### src/logic/acq_ctrl_pkg.sv
package acq_ctrl_pkg;
  localparam int MIN_DEPTH_LOG2      = 12;
  localparam int MAX_DEPTH_LOG2      = 21;
  localparam logic [21:0] MAX_TIMING_FULL  = 22'h0FE000;
  localparam logic [21:0] MAX_TIMING_HALF  = 22'h1FE000;
  localparam logic [21:0] MAX_STATE_PLAIN  = 22'h0FE000;
  localparam logic [21:0] MAX_STATE_ILV    = 22'h07E000;
  localparam logic [21:0] MAX_CMP_PLAIN    = 22'h03E000;
  localparam logic [21:0] MAX_CMP_ILV      = 22'h01E000;
  localparam logic [4:0]  DEPTH_LOG2_RST   = 5'h0C;
  localparam logic [3:0]  ARM_LEVEL_RST    = 4'h1;
  localparam logic [15:0] PERIOD_RST       = 16'h0001;

  typedef enum logic [1:0] {
    MODE_TIMING = 2'b00,
    MODE_STATE  = 2'b01,
    MODE_CMP    = 2'b10
  } acq_mode_t;

  typedef enum logic [1:0] {
    ARM_FREE  = 2'b00,
    ARM_PORT  = 2'b01,
    ARM_PEER  = 2'b10
  } arm_src_t;

  typedef enum logic [2:0] {
    POS_START  = 3'b000,
    POS_CENTER = 3'b001,
    POS_END    = 3'b010,
    POS_USER   = 3'b011,
    POS_DELAY  = 3'b100
  } trig_pos_t;

  typedef enum logic [1:0] {
    ST_IDLE  = 2'b00,
    ST_WAIT  = 2'b01,
    ST_HUNT  = 2'b10,
    ST_DONE  = 2'b11
  } acq_state_t;
endpackage

### src/logic/arm_trigger_acquire_ctrl.sv
`timescale 1ns/1ps
module arm_trigger_acquire_ctrl
  import acq_ctrl_pkg::*;
#(
  parameter int DW      = 32,
  parameter int AW      = 21,
  parameter int PW      = 16,
  parameter int LVL_W   = 4,
  parameter int DELAY_W = 32
) (
  input  wire logic               ref_clk,
  input  wire logic               rstn,
  input  wire logic               ce,
  input  wire logic               run,
  input  wire logic               stop,
  input  wire acq_mode_t          acq_mode,
  input  wire arm_src_t           arm_src,
  input  wire logic               wait_arm,
  input  wire logic [LVL_W-1:0]   arm_level_sel,
  input  wire logic               arm_level_set,
  input  wire logic               ext_arm_pin,
  input  wire logic               peer_trig,
  input  wire logic               xtrig_from_self,
  input  wire logic               or_trig,
  input  wire logic               branch_store,
  input  wire logic               half_chan,
  input  wire logic               tags_on,
  input  wire logic               pod_pair_assigned,
  input  wire logic               pod_engine_enabled,
  input  wire logic [4:0]         depth_log2_req,
  input  wire logic               auto_mode,
  input  wire trig_pos_t          trig_pos,
  input  wire logic [AW-1:0]      user_pos,
  input  wire logic [DELAY_W-1:0] delay_ticks,
  input  wire logic [PW-1:0]      sample_period,
  input  wire logic               trig_match,
  input  wire logic               branch_taken,
  input  wire logic               in_valid,
  input  wire logic [DW-1:0]      in_data,
  output logic                    armed,
  output logic [LVL_W-1:0]        arm_level,
  output logic                    arm_level_load,
  output logic                    hunting,
  output logic                    triggered,
  output logic                    xtrig_out,
  output logic                    acq_done,
  output logic [4:0]              depth_log2,
  output logic                    depth_clamped,
  output logic                    tags_interleaved,
  output logic [AW-1:0]           trig_addr,
  output logic                    sample_tick,
  output logic                    out_valid,
  input  wire logic               out_ready,
  output logic [DW-1:0]           out_data,
  output logic                    out_branch,
  output logic                    stall
);
  // Three-stage pin synchroniser; stage one only feeds stage two
  logic [2:0] sync_q, sync_d;
  logic       arm_edge;

  always_comb begin
    sync_d = {sync_q[1:0], ext_arm_pin};
  end
  assign arm_edge = sync_q[1] && !sync_q[2];

  logic arm_evt;
  always_comb begin
    unique case (arm_src)
      ARM_FREE: arm_evt = 1'b1;
      ARM_PORT: arm_evt = arm_edge;
      ARM_PEER: arm_evt = peer_trig;
      default:  arm_evt = 1'b0;
    endcase
  end

  // Level register, defaults to level 1
  logic [LVL_W-1:0] lvl_q, lvl_d;
  always_comb begin
    lvl_d = lvl_q;
    if (arm_level_set) begin
      lvl_d = arm_level_sel;
    end
  end
  assign arm_level = lvl_q;

  // Memory depth selection
  logic            ilv;
  logic [21:0]     mode_max;
  logic [4:0]      dep_d, dep_q, req_c;
  assign ilv = tags_on && pod_pair_assigned && pod_engine_enabled;
  assign tags_interleaved = ilv;

  always_comb begin
    unique case (acq_mode)
      MODE_TIMING: mode_max = half_chan ? MAX_TIMING_HALF : MAX_TIMING_FULL;
      MODE_STATE:  mode_max = ilv ? MAX_STATE_ILV : MAX_STATE_PLAIN;
      MODE_CMP:    mode_max = ilv ? MAX_CMP_ILV : MAX_CMP_PLAIN;
      default:     mode_max = MAX_TIMING_FULL;
    endcase
  end

  // Largest power of two not above the mode maximum
  logic [4:0] max_log2;
  always_comb begin
    max_log2 = 5'(MIN_DEPTH_LOG2);
    for (int i = MIN_DEPTH_LOG2; i <= MAX_DEPTH_LOG2; i++) begin
      if ((22'h000001 << i) <= mode_max) begin
        max_log2 = 5'(i);
      end
    end
  end

  always_comb begin
    req_c = depth_log2_req;
    if (req_c < 5'(MIN_DEPTH_LOG2)) begin
      req_c = 5'(MIN_DEPTH_LOG2);
    end
    if (req_c > max_log2) begin
      req_c = max_log2;
    end
  end
  assign depth_clamped = (req_c != depth_log2_req);

  // Acquisition state machine
  acq_state_t       st_q, st_d;
  logic [PW-1:0]    per_q, per_d, pcnt_q, pcnt_d;
  logic [DELAY_W-1:0] dcnt_q, dcnt_d;
  logic             trg_q, trg_d, xo_q, xo_d, ld_q, ld_d;
  logic [AW-1:0]    wcnt_q, wcnt_d, post_q, post_d, tadr_q, tadr_d;
  logic [AW:0]      depth_n;
  logic             tick, delay_gate, push_ok, store_ok, buf_ready;
  logic [AW-1:0]    pos_c;

  assign depth_n = (AW+1)'(1) << dep_q;

  always_comb begin
    pos_c = '0;
    if (auto_mode) begin
      pos_c = AW'(depth_n >> 1);
    end else begin
      unique case (trig_pos)
        POS_START:  pos_c = '0;
        POS_CENTER: pos_c = AW'(depth_n >> 1);
        POS_END:    pos_c = AW'(depth_n - 1'b1);
        POS_USER:   pos_c = (user_pos < AW'(depth_n)) ? user_pos : AW'(depth_n - 1'b1);
        POS_DELAY:  pos_c = '0;
        default:    pos_c = AW'(depth_n >> 1);
      endcase
    end
  end

  // Timing samples only on the period tick; state mode takes every valid word except taken branches when branch_store is low
  assign tick = (acq_mode != MODE_TIMING) || (pcnt_q == '0);
  assign sample_tick = (st_q != ST_IDLE) && (acq_mode == MODE_TIMING) && (pcnt_q == '0);
  assign delay_gate = !auto_mode && trig_pos == POS_DELAY && acq_mode == MODE_TIMING
                      && dcnt_q != '0;
  assign store_ok = (acq_mode == MODE_TIMING) || !branch_taken || branch_store;
  assign push_ok = (st_q == ST_WAIT || st_q == ST_HUNT) && in_valid && tick
                   && !delay_gate && store_ok;
  assign stall = push_ok && !buf_ready;

  always_comb begin
    st_d   = st_q;
    per_d  = per_q;
    pcnt_d = pcnt_q;
    dcnt_d = dcnt_q;
    trg_d  = trg_q;
    xo_d   = 1'b0;
    ld_d   = 1'b0;
    wcnt_d = wcnt_q;
    post_d = post_q;
    tadr_d = tadr_q;
    dep_d  = dep_q;
    if (st_q != ST_IDLE && acq_mode == MODE_TIMING) begin
      pcnt_d = (pcnt_q == '0) ? per_q : pcnt_q - 1'b1;
    end
    if (st_q != ST_IDLE && delay_gate && tick) begin
      dcnt_d = dcnt_q - 1'b1;
    end
    if (push_ok && buf_ready) begin
      wcnt_d = wcnt_q + 1'b1;
      if (trg_q) begin
        post_d = post_q - 1'b1;
      end
    end
    case (st_q)
      ST_IDLE: begin
        if (run) begin
          dep_d  = req_c;
          per_d  = (sample_period == '0) ? PW'(PERIOD_RST) : sample_period;
          pcnt_d = '0;
          dcnt_d = delay_ticks;
          trg_d  = 1'b0;
          wcnt_d = '0;
          st_d   = wait_arm ? ST_WAIT : ST_HUNT;
        end
      end
      ST_WAIT: begin
        // Matches before arm are deliberately dropped
        if (arm_evt) begin
          ld_d = 1'b1;
          st_d = ST_HUNT;
        end
      end
      ST_HUNT: begin
        if (!trg_q && trig_match && in_valid && tick && !delay_gate) begin
          trg_d  = 1'b1;
          tadr_d = wcnt_q;
          post_d = AW'(depth_n - 1'b1) - pos_c;
          if (xtrig_from_self || or_trig) begin
            xo_d = 1'b1;
          end
        end
        if (!trg_q && or_trig && peer_trig) begin
          xo_d  = 1'b1;
          trg_d = trg_q;
        end
        if (trg_q && post_q == '0) begin
          st_d = ST_DONE;
        end
      end
      ST_DONE: begin
        st_d = ST_IDLE;
      end
      default: st_d = ST_IDLE;
    endcase
    if (stop) begin
      st_d = ST_IDLE;
    end
  end

  always_ff @(posedge ref_clk) begin
    if (!rstn) begin
      sync_q <= 3'b000;
      lvl_q  <= LVL_W'(ARM_LEVEL_RST);
      st_q   <= ST_IDLE;
      dep_q  <= DEPTH_LOG2_RST;
      per_q  <= PW'(PERIOD_RST);
      pcnt_q <= '0;
      dcnt_q <= '0;
      trg_q  <= 1'b0;
      xo_q   <= 1'b0;
      ld_q   <= 1'b0;
      wcnt_q <= '0;
      post_q <= '0;
      tadr_q <= '0;
    end else if (ce) begin
      sync_q <= sync_d;
      lvl_q  <= lvl_d;
      st_q   <= st_d;
      dep_q  <= dep_d;
      per_q  <= per_d;
      pcnt_q <= pcnt_d;
      dcnt_q <= dcnt_d;
      trg_q  <= trg_d;
      xo_q   <= xo_d;
      ld_q   <= ld_d;
      wcnt_q <= wcnt_d;
      post_q <= post_d;
      tadr_q <= tadr_d;
    end
  end

  assign armed          = (st_q == ST_HUNT);
  assign hunting        = (st_q == ST_HUNT) && !trg_q;
  assign triggered      = trg_q;
  assign xtrig_out      = xo_q;
  assign arm_level_load = ld_q;
  assign acq_done       = (st_q == ST_DONE);
  assign depth_log2     = dep_q;
  assign trig_addr      = tadr_q;

  // Branch flag travels with the word; two entries absorb one stall
  logic [DW:0] buf_out;
  skid_buf #(.W(DW + 1)) u_buf (
    .ref_clk   (ref_clk),
    .rstn      (rstn),
    .ce        (ce),
    .in_valid  (push_ok),
    .in_ready  (buf_ready),
    .in_data   ({branch_taken, in_data}),
    .out_valid (out_valid),
    .out_ready (out_ready),
    .out_data  (buf_out)
  );
  assign out_data   = buf_out[DW-1:0];
  assign out_branch = buf_out[DW];
endmodule

### src/logic/skid_buf.sv
`timescale 1ns/1ps
module skid_buf #(
  parameter int W = 32
) (
  input  wire logic         ref_clk,
  input  wire logic         rstn,
  input  wire logic         ce,
  input  wire logic         in_valid,
  output logic              in_ready,
  input  wire logic [W-1:0] in_data,
  output logic              out_valid,
  input  wire logic         out_ready,
  output logic [W-1:0]      out_data
);
  logic [W-1:0] mem_q [2];
  logic [W-1:0] mem_d [2];
  logic         rd_q, rd_d, wr_q, wr_d;
  logic [1:0]   cnt_q, cnt_d;
  logic         push, pop;

  assign in_ready  = (cnt_q != 2'd2);
  assign out_valid = (cnt_q != 2'd0);
  assign out_data  = mem_q[rd_q];
  assign push      = in_valid && in_ready;
  assign pop       = out_valid && out_ready;

  always_comb begin
    mem_d = mem_q;
    wr_d  = wr_q;
    rd_d  = rd_q;
    cnt_d = cnt_q;
    if (push) begin
      mem_d[wr_q] = in_data;
      wr_d        = ~wr_q;
    end
    if (pop) begin
      rd_d = ~rd_q;
    end
    if (push && !pop) begin
      cnt_d = cnt_q + 2'd1;
    end else if (pop && !push) begin
      cnt_d = cnt_q - 2'd1;
    end
  end

  always_ff @(posedge ref_clk) begin
    if (!rstn) begin
      mem_q[0] <= '0;
      mem_q[1] <= '0;
      rd_q     <= 1'b0;
      wr_q     <= 1'b0;
      cnt_q    <= 2'd0;
    end else if (ce) begin
      mem_q <= mem_d;
      rd_q  <= rd_d;
      wr_q  <= wr_d;
      cnt_q <= cnt_d;
    end
  end
endmodule

### config.mk
export PLATFORM = sky130hd
export DESIGN_NAME = arm_trigger_acquire_ctrl
export DESIGN_NICKNAME = d
export VERILOG_FILES = /design/src/logic/acq_ctrl_pkg.sv /design/src/logic/arm_trigger_acquire_ctrl.sv /design/src/logic/skid_buf.sv
export SDC_FILE = /design/constraint.sdc
export NUM_CORES = 1
export LEC_CHECK = 0
export BUFFER_PORTS_ARGS = -buffer_cell sky130_fd_sc_hd__clkbuf_2
export CELL_PAD_IN_SITES_DETAIL_PLACEMENT = 1
export CELL_PAD_IN_SITES_GLOBAL_PLACEMENT = 1
export CORE_MARGIN = 4
export CORE_UTILIZATION = 38
export DETAILED_ROUTE_END_ITERATION = 16
export GPL_ROUTABILITY_DRIVEN = 0
export HOLD_SLACK_MARGIN = 0.02
export PLACE_DENSITY_LB_ADDON = 0.3
export SLEW_MARGIN = 0
export SYNTH_ARGS = -nofsm -noshare
export SYNTH_HDL_FRONTEND = slang
export SYNTH_SLANG_ARGS = --single-unit
export TNS_END_PERCENT = 10
### constraint.sdc
create_clock -name ref_clk -period 5.73 [get_ports ref_clk]
set_input_delay 0.8595 -clock ref_clk [delete_from_list [all_inputs] [get_ports ref_clk]]
set_output_delay 0.8595 -clock ref_clk [all_outputs]
set_load 0.005 [all_outputs]
# After elaboration in Yosys (flattened, before gate mapping)
# Index checks and enable logic that the tools add are counted.
# word_totals
reg_bits,214
latchBits,0
ram_bits,0
rom_bits,0
inputBits,138
output_inout_bits,74
word_cells,185
n_memories,0
# classes
addsub,8
mul,0
n_div,0
order_cmp,15
eq_ne,18
n_shift,1
n_mux,58
n_bitwise,4
n_reduce_logical,63
# op_table
cell,count
21-bit 2-to-1 mux,10
33-bit 2-to-1 mux,4
21-bit case mux with 3 select lines,2
32-bit 2-to-1 mux,3
16-bit 2-to-1 mux,5
66-bit bitwise mux,1
5-bit 2-to-1 mux,10
"21-bit by 1-bit subtractor with 21-bit output, second input constant",2
33-bit demux with 1-bit select,1
16-bit logical NOT,2
32-bit nonzero test,1
"32-bit by 1-bit subtractor with 32-bit output, second input constant",1
1-bit logical AND,28
"14-bit by 22-bit less-or-equal comparator with 1-bit output, first input constant",1
"15-bit by 22-bit less-or-equal comparator with 1-bit output, first input constant",1
"16-bit by 22-bit less-or-equal comparator with 1-bit output, first input constant",1
"17-bit by 22-bit less-or-equal comparator with 1-bit output, first input constant",1
"18-bit by 22-bit less-or-equal comparator with 1-bit output, first input constant",1
"19-bit by 22-bit less-or-equal comparator with 1-bit output, first input constant",1
"20-bit by 22-bit less-or-equal comparator with 1-bit output, first input constant",1
"21-bit by 22-bit less-or-equal comparator with 1-bit output, first input constant",1
"22-bit less-or-equal comparator, first input constant",1
"1-bit by 5-bit << shifter with 22-bit output, first input constant",1
"21-bit by 1-bit adder with 21-bit output, second input constant",1
other kinds (38),86

# Logic depth before layout (Yosys ltp)
# depth
ltp_word,17
mapped_depth,25
mapped_depth_nobuf,23

# Cells and area by module
# A second synthesis with hierarchy kept.
# hier_totals
cells_unflattened,1673
area_unflattened_um2,13056.3
# by_module_without_submodules
module,instances,cells_per_inst,area_each_um2
arm_trigger_acquire_ctrl,1,1361,9947.0
skid_buf,1,312,3109.2

# Worst setup path before layout
# No wires, ideal clock.
# synth_path
kind,flip-flop to flip-flop
start,register dep_q[2] (netlist: depth_log2[2])
end,register post_q[20]
setup_time_ns,0.079
t_arrival_ns,5.390
t_required_ns,5.651
slack_ns,0.261
stages_incl_launch_ff,26
period_less_slack_ns,5.469
path_cell_list,dfxtp_1 clkbuf_1 clkbuf_1 nand2_1 nor2_1 nand2_1 ha_1 a21o_1 a21o_1 a21oi_1 o221ai_1 a21oi_1 clkbuf_1 nor2_1 a21oi_1 o22ai_1 ha_1 fa_1 nor2b_1 o31a_1 o21ai_0 a31oi_1 o21bai_1 o21a_1 or4_1 o211ai_1
# synth_between
elab_chain_cells,8
word_cells_on_any_way,9
# synth_lines
item,line,source
"start, declared",arm_trigger_acquire_ctrl.sv:90,"logic [4:0] dep_d, dep_q, req_c;"
"start signal, assigned",arm_trigger_acquire_ctrl.sv:252,dep_q <= dep_d;
1-bit by 5-bit << shifter with 22-bit output (*),arm_trigger_acquire_ctrl.sv:135,assign depth_n = (AW+1)'(1) << dep_q;
21-bit by 1-bit subtractor with 21-bit output / 21-bit less-than comparator (equally long branches),"arm_trigger_acquire_ctrl.sv:145, arm_trigger_acquire_ctrl.sv:146, arm_trigger_acquire_ctrl.sv:210",
21-bit 2-to-1 mux,arm_trigger_acquire_ctrl.sv:146,POS_USER: pos_c = (user_pos < AW'(depth_n)) ? user_pos : AW'(depth_n - 1'b1);
21-bit case mux with 3 select lines,arm_trigger_acquire_ctrl.sv:142,unique case (trig_pos)
21-bit 2-to-1 mux,arm_trigger_acquire_ctrl.sv:139,if (auto_mode) begin
21-bit subtractor (*),arm_trigger_acquire_ctrl.sv:210,post_d = AW'(depth_n - 1'b1) - pos_c;
21-bit 2-to-1 mux (*),arm_trigger_acquire_ctrl.sv:207,if (!trg_q && trig_match && in_valid && tick && !delay_gate) begin
21-bit 2-to-1 mux (*),arm_trigger_acquire_ctrl.sv:187,case (st_q)
"end signal, assigned",arm_trigger_acquire_ctrl.sv:260,post_q <= post_d;
"end, declared",arm_trigger_acquire_ctrl.sv:130,"logic [AW-1:0] wcnt_q, wcnt_d, post_q, post_d, tadr_q, tadr_d;"
# Mark *: on every way between the ends. The rest lies on a longest branch, timed or not.
# A chain may end at the register's enable or synchronous reset.

# Worst setup path after layout
# layout_path
start,register dep_q[3] (netlist: depth_log2[3])
end,register post_q[20]
# The elaborated chain is that of the path after synthesis.

==> impl_metrics.env <==
export IMPL_slew_viol_final=0
export IMPL_layout_cells_non_filler=2357
export IMPL_path_cells="nor2_2, inv_1, nor2_2, nand2_1, ha_1, and4_1, a221oi_1, o221ai_1, a21oi_2, buf_4, nor2_1, a21oi_1, o22ai_1, fa_1, nor2b_1, o31a_1, o21ai_0, a31oi_1, o21bai_1, o21a_1, or4_1, o211ai_1"
export IMPL_critical_path_max_stage_delay_ns=0.51
export IMPL_hold_class="reg -> reg"
export IMPL_maxCapViolCount=0
export IMPL_synthFlopType="dfxtp_1"
export IMPL_cp_required_ns=6.16
export IMPL_rrSetupSlack_ns=0.30
export IMPL_drive_gt1_frac=0.182
export IMPL_grt_pass1_vias=13776
export IMPL_powerDensity_mw_per_mm2=250
export IMPL_synth_enable_flop_cells=0
export IMPL_setup_tns_final_ns=0
export IMPL_core_mm2=0.0335
export IMPL_viasPerCell=5.67
export IMPL_wl_per_cell_um=18.9
export IMPL_die_h_um=192
export IMPL_final_hold_violation_count=0
export IMPL_cpMostUsedCell="nor2_2"
export IMPL_path_max_fanout=8
export IMPL_p_comb_frac=0.179
export IMPL_num_nets_final=2085
export IMPL_clkPwrFrac=0.410
export IMPL_min_period_ns=5.43
export IMPL_dieArea_mm2=0.0370
export IMPL_fill_cells=4319
export IMPL_clk_transition_reported_paths_ns=0.06
export IMPL_grt_antenna_before_repair=4
export IMPL_synth_cells=1732
export IMPL_drc=0
export IMPL_rsz0062_at_grt="no"
export IMPL_layout_cells_most_common="nand2_1"
export IMPL_die_w_um=192
export IMPL_hold_depth=2
export IMPL_synth_top_area_share=0.332
export IMPL_tightest_slew_ns=1.12
export IMPL_pin_count=212
export IMPL_cts_root_buf="clkbuf_16"
export IMPL_startpoint="depth_log2[3]"
export IMPL_seqPwrFrac=0.411
export IMPL_rr_worst_depth=22
export IMPL_hp_start="trig_addr[11]"
export IMPL_drtIter0Drc=654
export IMPL_ys_ff_latch=214
export IMPL_ant_nets=0
export IMPL_num_rows=67
export IMPL_syn_area_mm2=0.0129
export IMPL_clock_skew_ns=0.0192
export IMPL_p_leak_uw=0.00578
export IMPL_seq_area_frac_synth=0.332
export IMPL_cts_tree="done"
export IMPL_initial_core_util=0.385
export IMPL_swShare=0.292
export IMPL_ys_warn_count=0
export IMPL_place_inst=2314
export IMPL_vias=13366
export IMPL_clkLatencyLatePin_ns=0.53
export IMPL_syn_avg_cell_area_um2=7.45
export IMPL_synth_area_leaders="dfxtp_1 (33%), nand2_1 (9.5%), a21oi_1 (8.3%)"
export IMPL_maxSlewHeadroom=0.252
export IMPL_track_usage=0.231
export IMPL_area_delta_synth_final_pct=17.3
export IMPL_startpoint_type="register"
export IMPL_routed_wl_mm=44.5
export IMPL_ys_types=83
export IMPL_mostFrequentLayoutCells="nand2_1 (327), dfxtp_1 (214), a21oi_1 (213)"
export IMPL_setup_violations=0
export IMPL_yosysTopAreaCell="dfxtp_1"
export IMPL_cts_buffers=24
export IMPL_port_buffer_count=211
export IMPL_dr_pass1_iters=5
export IMPL_place_hpwl_mm=32.4
export IMPL_h_tree_depth=1
export IMPL_cell_internal_pwr_uw=2680
export IMPL_async_flop_share=0
export IMPL_status="completed"
export IMPL_grt_max_degree=97
export IMPL_worstSetupEndpointType="register"
export IMPL_path_class="reg -> reg"
export IMPL_clock_fmax_ghz=0.184
export IMPL_cts_hold_fix_buffers=0
export IMPL_r2r_end="post_q[20]"
export IMPL_cts_sinks=214
export IMPL_hold_end="trig_addr[11]"
export IMPL_clockBufferDepth=3
export IMPL_peakVddDrop_mv=0.199
export IMPL_grt_overflow_total=0
export IMPL_arrival_ns=5.86
export IMPL_grt_pass1_wl_mm=71.0
export IMPL_crit_path_top_delay_cell="or4_1"
export IMPL_syn_num_nets=1925
export IMPL_finalCritPeriodShare=0.947
export IMPL_netSwitchingPower_uw=1100
export IMPL_r2r_start="depth_log2[3]"
[cell type report]
type                            instances  area [um2]  area share
Inverter                               44         168      0.0111
Tap cell                              448         561      0.0370
Clock buffer                           35         672      0.0444
Clock inverter                          7         105     0.00694
Timing Repair Buffer                  242        1290      0.0853
Antenna cell                            1        2.50    0.000165
Sequential cell                       214        4280       0.283
Multi-Input combinational cell       1366        8060       0.532
[routing by layer]
| layer | GRT usage | wire (um) |
|---|---|---|
| met5 | 0 | 40 |
| met3 | 0.0554 | 2850 |
| met2 | 0.393 | 20700 |
| met4 | 0.0620 | 1170 |
| met1 | 0.294 | 19600 |
[what timing repair did]
item	CTS	global route
gates resized for setup	0	7
endpoints found under the setup margin	0	7
setup buffers	0	0
hold endpoints to repair	0	0
[metrics by stage]
stage          hold slack, ns  utilization  total power (uW)  setup WS (ns)  area (um2)
3_3_place_gp            0.438        0.428              2240          0.483       14300
2_1_floorplan           0.432            -              2020          0.261       12900
4_1_cts                 0.456        0.451              3810         0.0196       15100
3_5_place_dp            0.446        0.428              2250         0.0364       14300
6_report                0.453        0.452              3780          0.303       15100
5_1_grt                 0.471        0.452              3960        0.00669       15100
[power groups by stage]
stage / clock network [uW] / logic, uW / registers, uW
after global placement: 0 / 650 / 1590
after detailed placement: 0 / 667 / 1590
after CTS: 1590 / 672 / 1550
final: 1550 / 676 / 1560
after global routing: 1650 / 752 / 1560
after floorplan: 0 / 440 / 1580
[worst max path at each step]
stage | to | slack [ns]
after floorplan | post_q[20] | 0.26
after global placement | post_q[20] | 0.48
after detailed placement | post_q[20] | 0.04
after CTS | post_q[20] | 0.02
after global routing | post_q[20] | 0.007
final | post_q[20] | 0.30
[sequential cells by signal, indices dropped and copies added, names as in the netlist]
signal and cells:
u_buf.cnt_q 2, arm_level 4, dcnt_q 32, pcnt_q 16, depth_log2 5, wcnt_q 21
post_q 21, u_buf.mem_q 66, sync_q 3, st_q 2, u_buf.rd_q 1, u_buf.wr_q 1
trig_addr 21, triggered 1, arm_level_load 1, xtrig_out 1, per_q 16
[worst max-delay path, delay by kind of cell (launching register included)]
| kind | cells | cell delay [ns] |
|---|---|---|
| AND/OR/NAND/NOR | 7 | 1.60 |
| adder cells (fa/ha/maj) | 2 | 0.79 |
| AO/OA/AOI/OAI | 11 | 2.21 |
| flip-flops | 1 | 0.36 |
| buffers and inverters | 2 | 0.39 |
[synth_stat cells, types with 14 or more instances]
library cell,number
nand2_1,327
a21oi_1,214
dfxtp_1,214
nor2_1,143
o21ai_0,99
clkbuf_1,91
ha_1,54
nor3_1,50
inv_1,43
mux2_2,34
or3_1,31
nand3_1,30
mux2i_1,28
nand4_1,23
nor4_1,20
nand2b_1,18
a211oi_1,17
xnor2_1,17
o21a_1,16
or4_1,14
[cell families (layout without fill, tap and decap cells)]
family | after synthesis | count (layout) | synth area share
other | 0 | 1 | 0
adder cells (fa/ha/maj) | 55 | 55 | 0.0539
AND/OR/NAND/NOR | 735 | 735 | 0.270
multiplexers | 63 | 63 | 0.0522
buffers and inverters | 152 | 328 | 0.0458
AO/OA/AOI/OAI | 487 | 487 | 0.229
flip-flops | 214 | 214 | 0.332
XOR/XNOR | 26 | 26 | 0.0176
Power figures use the tool's default switching activity.
